**config.mk**
```make
export PLATFORM = sky130hd
export DESIGN_NAME = dtmf_generator
export DESIGN_NICKNAME = d
export VERILOG_FILES = /design/src/hw/dtmf_pkg.sv /design/src/hw/tone_channel.sv /design/src/hw/dtmf_generator.sv
export VERILOG_INCLUDE_DIRS = /design/src /design/src/hw
export SDC_FILE = /design/constraint.sdc
export NUM_CORES = 1
export LEC_CHECK = 0
export ABC_AREA = 0
export BUFFER_PORTS_ARGS = -buffer_cell sky130_fd_sc_hd__buf_2
export CORE_MARGIN = 2
export CORE_UTILIZATION = 45
export CTS_CLUSTER_DIAMETER = 80
export DETAILED_ROUTE_END_ITERATION = 16
export PLACE_DENSITY_LB_ADDON = 0.12
export SYNTH_ARGS = -nofsm -noshare
export SYNTH_HDL_FRONTEND = slang
export SYNTH_SLANG_ARGS = --single-unit
export TNS_END_PERCENT = 50
```
**constraint.sdc**
```tcl
create_clock -name sys_clk -period 2.5 [get_ports sys_clk]
set_input_delay 0.5 -clock sys_clk [delete_from_list [all_inputs] [get_ports sys_clk]]
set_output_delay 0.5 -clock sys_clk [all_outputs]
set_load 0.03 [all_outputs]
```
**src/hw/dtmf_consts.svh**
```systemverilog
// Constants of the dual-tone generator: register indexes, field positions,
// reset values, prescaler counts, divider values and the sine table.
// Assumes inclusion by bare name from the design files only.
`ifndef DTMF_CONSTS_SVH
`define DTMF_CONSTS_SVH

// ****************************************************
// Register indexes; byte address is four times index
// ****************************************************
`define IDX_FREQ_SELECT 8'h19
`define IDX_OUT_CONTROL 8'h1A
`define IDX_CLOCK_SELECT 8'h29
`define IDX_STATUS 8'h30
`define ADDR_LSB 2

// ****************************************************
// Field positions and reset values
// ****************************************************
`define ROW_SEL_LO 0
`define ROW_SEL_HI 1
`define COL_SEL_LO 2
`define COL_SEL_HI 3
`define CTRL_ENABLE 1
`define CTRL_ROW_GATE 2
`define CTRL_COL_GATE 3
`define FREQ_SELECT_RST 4'h0
`define OUT_CONTROL_RST 3'h0
`define CLOCK_SELECT_RST 4'h0

// ****************************************************
// Prescaler: a fixed halving stage, then a ten-step stage
// ****************************************************
`define PRE_HALF_LAST 1'h1
`define STAGE_LAST 4'h9
`define STAGE_MID 4'h4

// ****************************************************
// Tone-clock ticks per sine period, one per tone
// ****************************************************
`define ROW1_DIV 9'h120
`define ROW2_DIV 9'h104
`define ROW3_DIV 9'h0EB
`define ROW4_DIV 9'h0D5
`define COL1_DIV 9'h0A5
`define COL2_DIV 9'h096
`define COL3_DIV 9'h087
`define COL4_DIV 9'h07A

// ****************************************************
// Sine wave: 32 four-bit slots, slot k in bits 4k+3..4k
// ****************************************************
`define SLOTS_PER_PERIOD 10'h020
`define SINE_TABLE 128'h7543_2211_1223_4578_9BCD_EEFF_FEED_CB98
`define IDLE_LEVEL 4'h8

// ****************************************************
// Bus answers
// ****************************************************
`define RESP_OKAY 2'h0
`define RESP_SLVERR 2'h2

`endif

```
**src/hw/dtmf_pkg.sv**
```systemverilog
// Types shared by the dual-tone generator files.
// Assumes nothing of its surroundings.
package dtmf_pkg;

  // Tone clock choice, matched to the oscillator frequency
  typedef enum logic [3:0] {
    CLK_OSC_400K = 4'h0,
    CLK_OSC_800K = 4'h1,
    CLK_OSC_2M = 4'h2,
    CLK_OSC_4M = 4'h3
  } clock_choice_t;

  // Read channel of the register slave
  typedef enum logic [0:0] {
    RD_IDLE = 1'b0,
    RD_ANSWER = 1'b1
  } read_state_t;

  typedef logic [3:0] level_t;

endpackage : dtmf_pkg

```
**src/hw/tone_channel.sv**
```systemverilog
// One tone channel: period divider, 32-slot sine counter and ladder code.
// Assumes tick is a one-cycle enable at the tone clock rate.
`timescale 1ns/100ps
`default_nettype none
`include "dtmf_consts.svh"

module tone_channel #(
  parameter int DIV_W = 9
) (
  input wire logic sys_clk,
  input wire logic rst,
  input wire logic tick,
  input wire logic run,
  input wire logic [DIV_W-1:0] divisor,
  output dtmf_pkg::level_t level,
  output logic [4:0] slot
);
  import dtmf_pkg::*;

  // Whole table held as one word so each slot is a plain four-bit select
  localparam logic [127:0] SINE_WAVE = `SINE_TABLE;

  logic [DIV_W:0] phase;
  logic [DIV_W:0] next_phase;

  // Spread the slots over the period so the period is exactly divisor ticks
  always_comb begin
    next_phase = phase + `SLOTS_PER_PERIOD;
  end

  // Slot counter held at its start while the channel is stopped
  always_ff @(posedge sys_clk) begin
    if (rst || !run) begin
      phase <= '0;
      slot <= 5'h00;
    end else if (tick) begin
      if (next_phase >= {1'b0, divisor}) begin
        phase <= next_phase - {1'b0, divisor};
        slot <= slot + 5'h01;
      end else begin
        phase <= next_phase;
      end
    end
  end

  // Ladder code from the sine table, idle level when stopped
  always_ff @(posedge sys_clk) begin
    if (rst || !run) begin
      level <= `IDLE_LEVEL;
    end else begin
      level <= SINE_WAVE[{slot, 2'b00} +: 4];
    end
  end

endmodule : tone_channel
`default_nettype wire

```
**src/hw/dtmf_generator.sv**
```systemverilog
// Dual-tone generator: AXI4-Lite register slave, tone clock prescaler,
// and row and column tone channels driving ladder D/A codes.
// Assumes sys_clk is the oscillator clock and all inputs are synchronous.
//
// Notes on behaviour
// Four tone clock candidates come from oscillator by halving then fifth or tenth.
// Clock-select register picks exactly one candidate as the tone clock.
// Programmable dividers, slot counters and control registers make both tones.
// Mode register: four bits, write-only, reset zero; high pair column, low pair row.
// Control register: three bits, write-only, reset zero, lowest position unused.
// Control bit 3 gates column output, bit 2 gates row output.
// Control bit 1 enables or disables the whole tone circuit.
// Software loads clock-select to match the real oscillator before using tones.
// A wrong clock-select still runs, only tone frequencies deviate.
// Row and column sines convert through separate ladder converters.
// Row sine drives row pin, column sine drives column pin.
// Each sine period is 32 successive amplitude slots.
// Row tones are 694.44, 769.23, 851.06 and 938.97 Hz.
// Column tones are 1212.12, 1333.33, 1481.48 and 1639.34 Hz.
// Tone equals tone clock over divider value, spread over 32 slots.
// Disabled or ungated tone pin idles and its slot counter restarts.
//
// Chosen here: the AXI4-Lite slave port.
`timescale 1ns/100ps
`default_nettype none
`include "dtmf_consts.svh"

module dtmf_generator #(
  parameter int ADDR_W = 12,
  parameter int DIV_W = 9
) (
  input wire logic sys_clk,
  input wire logic rst,
  input wire logic [ADDR_W-1:0] awaddr,
  input wire logic [2:0] awprot,
  input wire logic awvalid,
  output logic awready,
  input wire logic [31:0] wdata,
  input wire logic [3:0] wstrb,
  input wire logic wvalid,
  output logic wready,
  output logic [1:0] bresp,
  output logic bvalid,
  input wire logic bready,
  input wire logic [ADDR_W-1:0] araddr,
  input wire logic [2:0] arprot,
  input wire logic arvalid,
  output logic arready,
  output logic [31:0] rdata,
  output logic [1:0] rresp,
  output logic rvalid,
  input wire logic rready,
  output dtmf_pkg::level_t row_tone_pin,
  output dtmf_pkg::level_t column_tone_pin
);
  import dtmf_pkg::*;

  // ****************************************************
  // Registers
  // ****************************************************
  logic [3:0] tone_frequency_select;
  logic [3:1] tone_output_control;
  logic [3:0] tone_clock_select;

  logic aw_held;
  logic w_held;
  logic [ADDR_W-1:0] aw_addr_q;
  logic [31:0] w_data_q;
  logic w_lane0_q;
  logic do_write;
  logic [7:0] wr_index;
  logic wr_hit;
  read_state_t rd_state;
  logic [7:0] rd_index;

  logic pre_half_cnt;
  logic pre_half_tick;
  logic [3:0] stage_cnt;
  logic tick_div2;
  logic tick_div4;
  logic tick_div10;
  logic tick_div20;
  logic tone_tick;

  logic tone_circuit_enable;
  logic row_output_gate;
  logic column_output_gate;
  logic row_run;
  logic column_run;
  logic [DIV_W-1:0] row_divisor;
  logic [DIV_W-1:0] column_divisor;
  level_t row_level;
  level_t column_level;
  logic [4:0] row_slot;
  logic [4:0] column_slot;

  // ****************************************************
  // Write channel: address and data taken in either order
  // ****************************************************

  // Write strobe once both halves are held and no answer is pending
  always_comb begin
    do_write = aw_held && w_held && !bvalid;
    wr_index = aw_addr_q[`ADDR_LSB +: 8];
    wr_hit = (wr_index == `IDX_FREQ_SELECT) || (wr_index == `IDX_OUT_CONTROL)
      || (wr_index == `IDX_CLOCK_SELECT) || (wr_index == `IDX_STATUS);
  end

  // Ready flags are flops: each drops when its half is taken and returns
  // only after the answer is accepted, so a write is taken once
  always_ff @(posedge sys_clk) begin
    if (rst) begin
      awready <= 1'b1;
    end else if (awvalid && awready) begin
      awready <= 1'b0;
    end else if (bvalid && bready) begin
      awready <= 1'b1;
    end
  end

  always_ff @(posedge sys_clk) begin
    if (rst) begin
      wready <= 1'b1;
    end else if (wvalid && wready) begin
      wready <= 1'b0;
    end else if (bvalid && bready) begin
      wready <= 1'b1;
    end
  end

  // Hold the write address until the response is issued
  always_ff @(posedge sys_clk) begin
    if (rst) begin
      aw_held <= 1'b0;
      aw_addr_q <= '0;
    end else if (awvalid && awready) begin
      aw_held <= 1'b1;
      aw_addr_q <= awaddr;
    end else if (do_write) begin
      aw_held <= 1'b0;
    end
  end

  // Hold the write data and its low byte lane until the response
  always_ff @(posedge sys_clk) begin
    if (rst) begin
      w_held <= 1'b0;
      w_data_q <= 32'h0000_0000;
      w_lane0_q <= 1'b0;
    end else if (wvalid && wready) begin
      w_held <= 1'b1;
      w_data_q <= wdata;
      w_lane0_q <= wstrb[0];
    end else if (do_write) begin
      w_held <= 1'b0;
    end
  end

  // Response follows both halves; unmapped addresses answer with an error
  always_ff @(posedge sys_clk) begin
    if (rst) begin
      bvalid <= 1'b0;
      bresp <= `RESP_OKAY;
    end else if (do_write) begin
      bvalid <= 1'b1;
      bresp <= wr_hit ? `RESP_OKAY : `RESP_SLVERR;
    end else if (bready) begin
      bvalid <= 1'b0;
    end
  end

  // ****************************************************
  // Write-only tone registers
  // ****************************************************

  // Mode register: high pair column, low pair row
  always_ff @(posedge sys_clk) begin
    if (rst) begin
      tone_frequency_select <= `FREQ_SELECT_RST;
    end else if (do_write && w_lane0_q && wr_index == `IDX_FREQ_SELECT) begin
      tone_frequency_select <= w_data_q[`COL_SEL_HI:`ROW_SEL_LO];
    end
  end

  // Control register: bit 0 is not stored
  always_ff @(posedge sys_clk) begin
    if (rst) begin
      tone_output_control <= `OUT_CONTROL_RST;
    end else if (do_write && w_lane0_q && wr_index == `IDX_OUT_CONTROL) begin
      tone_output_control <= w_data_q[`CTRL_COL_GATE:`CTRL_ENABLE];
    end
  end

  // Clock-select register; software must match it to the oscillator
  always_ff @(posedge sys_clk) begin
    if (rst) begin
      tone_clock_select <= `CLOCK_SELECT_RST;
    end else if (do_write && w_lane0_q && wr_index == `IDX_CLOCK_SELECT) begin
      tone_clock_select <= w_data_q[3:0];
    end
  end

  // ****************************************************
  // Read channel: write-only registers read as zero
  // ****************************************************
  always_comb begin
    rd_index = araddr[`ADDR_LSB +: 8];
  end

  // One read at a time; status shows the channels' live state
  // Ready is a flop that mirrors the idle state, so the pin has no comb path
  always_ff @(posedge sys_clk) begin
    if (rst) begin
      rd_state <= RD_IDLE;
      arready <= 1'b1;
      rvalid <= 1'b0;
      rdata <= 32'h0000_0000;
      rresp <= `RESP_OKAY;
    end else begin
      case (rd_state)
        RD_IDLE: begin
          if (arvalid) begin
            rd_state <= RD_ANSWER;
            arready <= 1'b0;
            rvalid <= 1'b1;
            rdata <= 32'h0000_0000;
            rresp <= `RESP_OKAY;
            if (rd_index == `IDX_STATUS) begin
              rdata <= {16'h0000, column_slot, row_slot, 4'h0, column_run, row_run};
            end else if (rd_index == `IDX_FREQ_SELECT || rd_index == `IDX_OUT_CONTROL ||
                         rd_index == `IDX_CLOCK_SELECT) begin
              rdata <= 32'h0000_0000;
            end else begin
              rresp <= `RESP_SLVERR;
            end
          end
        end
        RD_ANSWER: begin
          if (rready) begin
            rd_state <= RD_IDLE;
            arready <= 1'b1;
            rvalid <= 1'b0;
          end
        end
        default: begin
          rd_state <= RD_IDLE;
          arready <= 1'b1;
          rvalid <= 1'b0;
        end
      endcase
    end
  end

  // ****************************************************
  // Prescaler: four candidate tone clocks as enable pulses
  // ****************************************************

  // Halving stage common to all four candidates
  always_ff @(posedge sys_clk) begin
    if (rst) begin
      pre_half_cnt <= 1'b0;
    end else begin
      pre_half_cnt <= (pre_half_cnt == `PRE_HALF_LAST) ? 1'b0 : 1'b1;
    end
  end

  // Ten-step stage counted on halved pulses, giving a second half, fifth, tenth
  always_ff @(posedge sys_clk) begin
    if (rst) begin
      stage_cnt <= 4'h0;
    end else if (pre_half_tick) begin
      stage_cnt <= (stage_cnt == `STAGE_LAST) ? 4'h0 : stage_cnt + 4'h1;
    end
  end

  always_comb begin
    pre_half_tick = (pre_half_cnt == `PRE_HALF_LAST);
    tick_div2 = pre_half_tick;
    tick_div4 = pre_half_tick && stage_cnt[0];
    tick_div10 = pre_half_tick && (stage_cnt == `STAGE_MID || stage_cnt == `STAGE_LAST);
    tick_div20 = pre_half_tick && (stage_cnt == `STAGE_LAST);
  end

  // Exactly one candidate feeds the channels; a mismatch only shifts pitch
  always_comb begin
    case (tone_clock_select)
      CLK_OSC_400K: tone_tick = tick_div2;
      CLK_OSC_800K: tone_tick = tick_div4;
      CLK_OSC_2M: tone_tick = tick_div10;
      CLK_OSC_4M: tone_tick = tick_div20;
      default: tone_tick = tick_div20;
    endcase
  end

  // ****************************************************
  // Tone selection and gating
  // ****************************************************
  always_comb begin
    tone_circuit_enable = tone_output_control[`CTRL_ENABLE];
    row_output_gate = tone_output_control[`CTRL_ROW_GATE];
    column_output_gate = tone_output_control[`CTRL_COL_GATE];
    row_run = tone_circuit_enable && row_output_gate;
    column_run = tone_circuit_enable && column_output_gate;
  end

  // Row divider values, picked by the low pair
  always_comb begin
    case (tone_frequency_select[`ROW_SEL_HI:`ROW_SEL_LO])
      2'b00: row_divisor = `ROW1_DIV;
      2'b01: row_divisor = `ROW2_DIV;
      2'b10: row_divisor = `ROW3_DIV;
      default: row_divisor = `ROW4_DIV;
    endcase
  end

  // Column divider values, picked by the high pair
  always_comb begin
    case (tone_frequency_select[`COL_SEL_HI:`COL_SEL_LO])
      2'b00: column_divisor = `COL1_DIV;
      2'b01: column_divisor = `COL2_DIV;
      2'b10: column_divisor = `COL3_DIV;
      default: column_divisor = `COL4_DIV;
    endcase
  end

  // ****************************************************
  // Tone channels, one converter each
  // ****************************************************
  tone_channel #(
    .DIV_W(DIV_W)
  ) row_channel (
    .sys_clk(sys_clk),
    .rst(rst),
    .tick(tone_tick),
    .run(row_run),
    .divisor(row_divisor),
    .level(row_level),
    .slot(row_slot)
  );

  tone_channel #(
    .DIV_W(DIV_W)
  ) column_channel (
    .sys_clk(sys_clk),
    .rst(rst),
    .tick(tone_tick),
    .run(column_run),
    .divisor(column_divisor),
    .level(column_level),
    .slot(column_slot)
  );

  // Pins straight from flip-flops, one cycle after the channel code
  always_ff @(posedge sys_clk) begin
    if (rst) begin
      row_tone_pin <= `IDLE_LEVEL;
      column_tone_pin <= `IDLE_LEVEL;
    end else begin
      row_tone_pin <= row_level;
      column_tone_pin <= column_level;
    end
  end

endmodule : dtmf_generator
`default_nettype wire

```
# Yosys cells after proc, flatten, opt, wreduce, memory -nomap -nowiden
# Cells that the tools add are included.
# word_totals
output_inout_bits	49
register_bits	121
inputBits	73
# op_classes
n_mux	28
n_bitwise	1
n_eq_ne	18
magnitude_cmp	2
reduce_logical	37
shift	2
addsub	7
# ops
cell	count
variable part select 128 x 8 -> 4 bit (first input constant)	2
== test 8 x 5 -> 1 bit (second input constant)	4
== test 8 x 6 -> 1 bit (second input constant)	4
case mux 9 bit (3 select lines)	1
case mux 8 bit (3 select lines)	1
adder 10 x 6 -> 10 bit (second input constant)	2
two-way mux 10 bit	2
two-way mux 16 bit	1
two-way mux 1 bit	15
logical AND 1 bit	14
adder 5 x 1 -> 5 bit (second input constant)	2
greater-or-equal comparator 10 x 8 -> 1 bit	1
greater-or-equal comparator 10 x 9 -> 1 bit	1
nonzero test 2 bit	5
subtractor 10 x 8 -> 10 bit	1
subtractor 10 x 9 -> 10 bit	1
logical OR 1 bit	8
AND reduction 2 bit	4
two-way mux 2 bit	3
case mux 1 bit (2 select lines)	3
adder 4 x 1 -> 4 bit (second input constant)	1
== test 2 x 1 -> 1 bit (second input constant)	2
== test 2 bit (second input constant)	2
== test 4 x 1 -> 1 bit (second input constant)	1
10 further kinds	14

# Longest topological paths before layout
# logic_depth
depth_word	5
depth_mapped	13
ltp_nobuf	11

# Modules after synthesis
# Synthesis repeated with hierarchy kept, for this count alone.
# unflattened
hier_cells	673
hier_area_um2	5550.3
# by_module_without_submodules
mod	n_inst	area_per_inst_um2	seq_area_each_um2	cells_per_inst
dtmf_generator	1	2626.3	1181.1	299
tone_channel (row_channel)	1	1472.7	380.4	182
tone_channel (column_channel)	1	1451.4	380.4	192

# Worst setup path before layout
# No wires, ideal clock.
# synth_path
kind	reg2reg
startpoint	register tone_frequency_select[1]
endpoint	register row_channel.phase[3]
setup_ns	0.128
path_buffers	3
synth_period_minus_slack_ns	2.427
path_stages_with_launch	13
slack_ns	0.073
t_arrival_ns	2.300
t_required_ns	2.372
cell_sequence	dfxtp_1 buf_4 clkbuf_1 ha_1 inv_1 fa_1 a21o_1 a221o_1 a22oi_2 a21oi_2 buf_6 mux2i_1 nor2_1
# synth_between
elab_chain_cells	4
word_cells_on_any_way	7
cone_classes	1 x add/sub; 1 x order compare; 2 x eq/ne; 2 x mux; 1 x reduce/logical
# synth_rtl
item	line_no	source
start: declaration	dtmf_generator.sv:61	logic [3:0] tone_frequency_select;
start signal: assignment	dtmf_generator.sv:179	tone_frequency_select <= `FREQ_SELECT_RST;
start signal: assignment	dtmf_generator.sv:181	tone_frequency_select <= w_data_q[`COL_SEL_HI:`ROW_SEL_LO];
== test 2 bit, or another cell as far along	dtmf_generator.sv:308	case (tone_frequency_select[`ROW_SEL_HI:`ROW_SEL_LO])
case mux 9 bit (3 select lines) (*)	dtmf_generator.sv:308	
subtractor 10 x 9 -> 10 bit / greater-or-equal comparator 10 x 9 -> 1 bit (equally long branches)	tone_channel.sv:38, tone_channel.sv:37	
two-way mux 10 bit (*)	tone_channel.sv:37	if (next_phase >= {1'b0, divisor}) begin
end signal: assignment	tone_channel.sv:38	phase <= next_phase - {1'b0, divisor};
end signal: assignment	tone_channel.sv:41	phase <= next_phase;
end: declaration	tone_channel.sv:23	logic [DIV_W:0] phase;
# Every way passes the cells marked *; elsewhere a longest branch is shown, timed or not.
# A chain may end at the register's enable or synchronous reset.

# Worst setup path in the final report
# layout_path
startpoint	register tone_frequency_select[0]
endpoint	register row_channel.slot[3]
# layout_between
elab_chain_cells	4
word_cells_on_any_way	6
cone_classes	1 x order compare; 2 x eq/ne; 1 x mux; 2 x reduce/logical
# layout_rtl
item	line_no	source
== test 2 bit, or another cell as far along	dtmf_generator.sv:308	
case mux 9 bit (3 select lines) (*)	dtmf_generator.sv:308	
greater-or-equal comparator 10 x 9 -> 1 bit (*)	tone_channel.sv:37	
AND reduction 2 bit (no line) (*)	n/a	
end signal: assignment	tone_channel.sv:39	slot <= slot + 5'h01;
end: declaration	tone_channel.sv:16	output logic [4:0] slot
# Marked as above.

==> results_dict.tcl <==
set metrics [dict create \
    worstSetupEndpointType "register" \
    grt_max_degree 53 \
    critical_path.max_fanout 8 \
    cell_leakage_power_nw 2.57 \
    timing.hold.ws_ns 0.384 \
    yosysUniqueCellTypes 70 \
    tritoncts "done" \
    worst_pin_slew_ns 0.643 \
    antenna_left 0 \
    outcome "completed" \
    sequentialPowerShare 0.498 \
    clk_pin_slew_ns 0.07 \
    cell_internal_pwr_mw 2.45 \
    final_design_utilization 0.548 \
    layout-area-overhead-vs-synth_pct 18.3 \
    numPortBuffers 54 \
    cp_data_required_time_ns 2.72 \
    drc 0 \
    clock_tree.root_cell "clkbuf_16" \
    post_synth.cell_area_avg_um2 8.39 \
    syn-instance-count 634 \
    antenna_found_initial 0 \
    worst_setup_path_startpoint "tone_frequency_select[0]" \
    path_class "register to register" \
    crit_buf_inv 2 \
    ys.warnings.count 0 \
    final.setup.worst_slack_ns 0.0467 \
    finalWirelength_um 11500 \
    place_hpwl_um 8430 \
    cts_num_sinks 97 \
    design.portCount 122 \
    hold_path.class "primary input to register" \
    place.gp.congestion 0.807 \
    grt_pass1_vias 4187 \
    cts_buffer_depth 2 \
    dr.pass1.iters 4 \
    worstSkewPairLatency_ns 0.35 \
    tritoncts.num_buffers 9 \
    p_sw_frac 0.239 \
    place_area_mm2 0.00579 \
    dp_worst_setup_slack_ns -0.0940 \
    residual_overflow_from_global_routing 0 \
    total_negative_slack_for_setup_checks_ns 0 \
    p_sw_mw 0.769 \
    rr_startpoint "tone_frequency_select[0]" \
    r2r-end "row_channel.slot[3]" \
    ys.flop_type "dfxtp_1" \
    ys_ff_latch 97 \
    antenna_cells_inserted 0 \
    core.rowCount 39 \
    max_stage_delay_ns 0.38 \
    finalClockSkew_ns 0.00691 \
    design.final.nets 815 \
    via_count 4436 \
    crit_path_start_kind "register" \
    ys_seq_area_frac 0.365 \
    layout.cell_area.non_filler_mm2 0.00629 \
    power.combinational.fraction 0.063 \
    arrival_time_of_the_worst_setup_path_ns 2.67 \
    max_slew_margin 0.569 \
    cts_hold_buffers 0 \
    mostFrequentLayoutCells "dfxtp_1, nor2_1, nand2_1" \
    ff2ff_setup_slack_ns 0.05 \
    gr-usage-all-layers 0.188 \
    critical_path_cell_count 11 \
    floorplan.initialDensity 0.464 \
    power.ir.vdd_worst_v 0.000423 \
    post_drt_via_cell_ratio 5.19 \
    count_of_flip_flops_with_a_built_in_enable_after_synthesis 0 \
    synthArstFlopShare 0 \
    die-width_um 113 \
    detailedRoute.firstIterationViolations 279 \
    timing.critical_path.max_delay_family "compound AO/OA/AOI/OAI gates" \
    design.die.area_mm2 0.0127 \
    power.density_mw_per_mm2 511 \
    timing.fmax_ghz 0.408 \
    post_drt_wl_per_cell_um 13.5 \
    final.min_clock_period_ns 2.45 \
    die-height_um 113 \
    power.clock.fraction 0.438 \
    timing.reg2reg.worst_path_depth 11 \
    mostFrequentLayoutCell "dfxtp_1" \
    maxCapViolations 0 \
    grt_setup_unrepaired "yes" \
    wire_length_of_the_first_global_routing_pass_um 19700 \
    clock_tree.htree_level_count 3 \
    setup_viol 0 \
    crit_slowest_cell "fa_2" \
    critical_path.endpoint "row_channel.slot[3]" \
    timing.final.max_slew_violations 0 \
    layout-drive-gt1-share 0.213 \
    timing.critical_path.cells "inv_1, nand2_1, fa_2, a21o_1, a221o_1, a22oi_2, buf_4, a21oi_4, nand4_1, xor2_1, nor2_1" \
    timing.final.crit_share 0.981 \
    core-area_mm2 0.0115 \
    synth.cell_area_mm2 0.00532 \
    hold_violations 0 \
]
## state kept, by name, indices dropped and copies added, names as in the netlist, 3 cells and up
name and count:
aw_addr_q 8, column_channel.level 4, column_channel.phase 10, column_channel.slot 5, column_tone_pin 4, rdata 12, row_channel.level 4, row_channel.phase 10
row_channel.slot 5, row_tone_pin 4, stage_cnt 4, tone_clock_select 4, tone_frequency_select 4, tone_output_control 3, w_data_q 4
## power groups by stage
| stage | registers [mW] | logic (mW) | clock network, mW |
|---|---|---|---|
| after floorplan | 1.65 | 0.159 | 0 |
| after global placement | 1.64 | 0.200 | 0 |
| after detailed placement | 1.64 | 0.203 | 0 |
| after CTS | 1.60 | 0.204 | 1.45 |
| after global routing | 1.61 | 0.225 | 1.52 |
| final | 1.60 | 0.204 | 1.41 |
## tightest hold or removal path, cell delays in order
cell and delay (ns):
buf_2 0.09, nand2_1 0.04, a21oi_1 0.05
## final cells by class
cell class                 instances  area, um^2
clock buffer                      11         243
clock inverter                     5        63.8
fill                            1074        5180
inverter                          28         105
multi-input combinational        477        3160
sequential                        97        1950
tap                              143         179
timing repair buffer              94         587
## cells in the mapped netlist (all sizes together), types with 14 or more instances
cell type	n	area share
a211oi	14	0.023
a21oi	52	0.050
buf	28	0.040
clkbuf	25	0.020
dfxtp	97	0.37
ha	33	0.078
inv	28	0.020
mux2i	17	0.032
nand2	59	0.042
nand3	19	0.019
nor2	85	0.060
nor2b	14	0.016
o21ai	19	0.019
xnor2	17	0.032
## metrics by stage
step / std cells / power (mW)
2_1_floorplan: 655 / 1.81
3_3_place_gp: 833 / 1.84
3_5_place_dp: 833 / 1.84
4_1_cts: 849 / 3.26
5_1_grt: 855 / 3.35
6_report: 855 / 3.21
## kinds of logic (layout without fill, tap and decap cells)
family	Yosys count	in the layout	synth area share
adders and majority gates	37	37	0.0892
xor gates and xnor gates	26	26	0.0464
buffers and inverters	81	138	0.0798
AOI/OAI and AO/OA	141	141	0.177
muxes	17	17	0.0320
DFF	97	97	0.365
other	1	22	0.000705
and+or+nand+nor	234	234	0.210
## how the worst min path moves through the flow
stage	from	endpoint	slack [ns]	cells past startpoint
6_report	awaddr[7]	aw_addr_q[7]	0.38	3
5_1_grt	awaddr[5]	aw_addr_q[5]	0.38	3
4_1_cts	awaddr[7]	aw_addr_q[7]	0.37	3
3_5_place_dp	column_channel.level[3]	column_tone_pin[3]	0.40	1
3_3_place_gp	row_channel.level[3]	row_tone_pin[3]	0.40	1
2_1_floorplan	column_channel.level[3]	column_tone_pin[3]	0.39	1
## routing by layer
layer | vias up | share of wire | GRT usage
met4 | 0 | 0.011 | 0.0618
met1 | 2046 | 0.48 | 0.243
li1 | 2306 | - | -
met5 | - | 0 | 0
met2 | 74 | 0.47 | 0.319
met3 | 10 | 0.035 | 0.0343
## what timing repair did
item / CTS / global route
buffers inserted: 0 / 6
endpoints found under the setup margin: 13 / 27
endpoints found under the hold margin: 0 / 0
resized for setup: 5 / 27
pin swaps: 0 / 16
No activity file was read; power rests on OpenSTA's default activity.
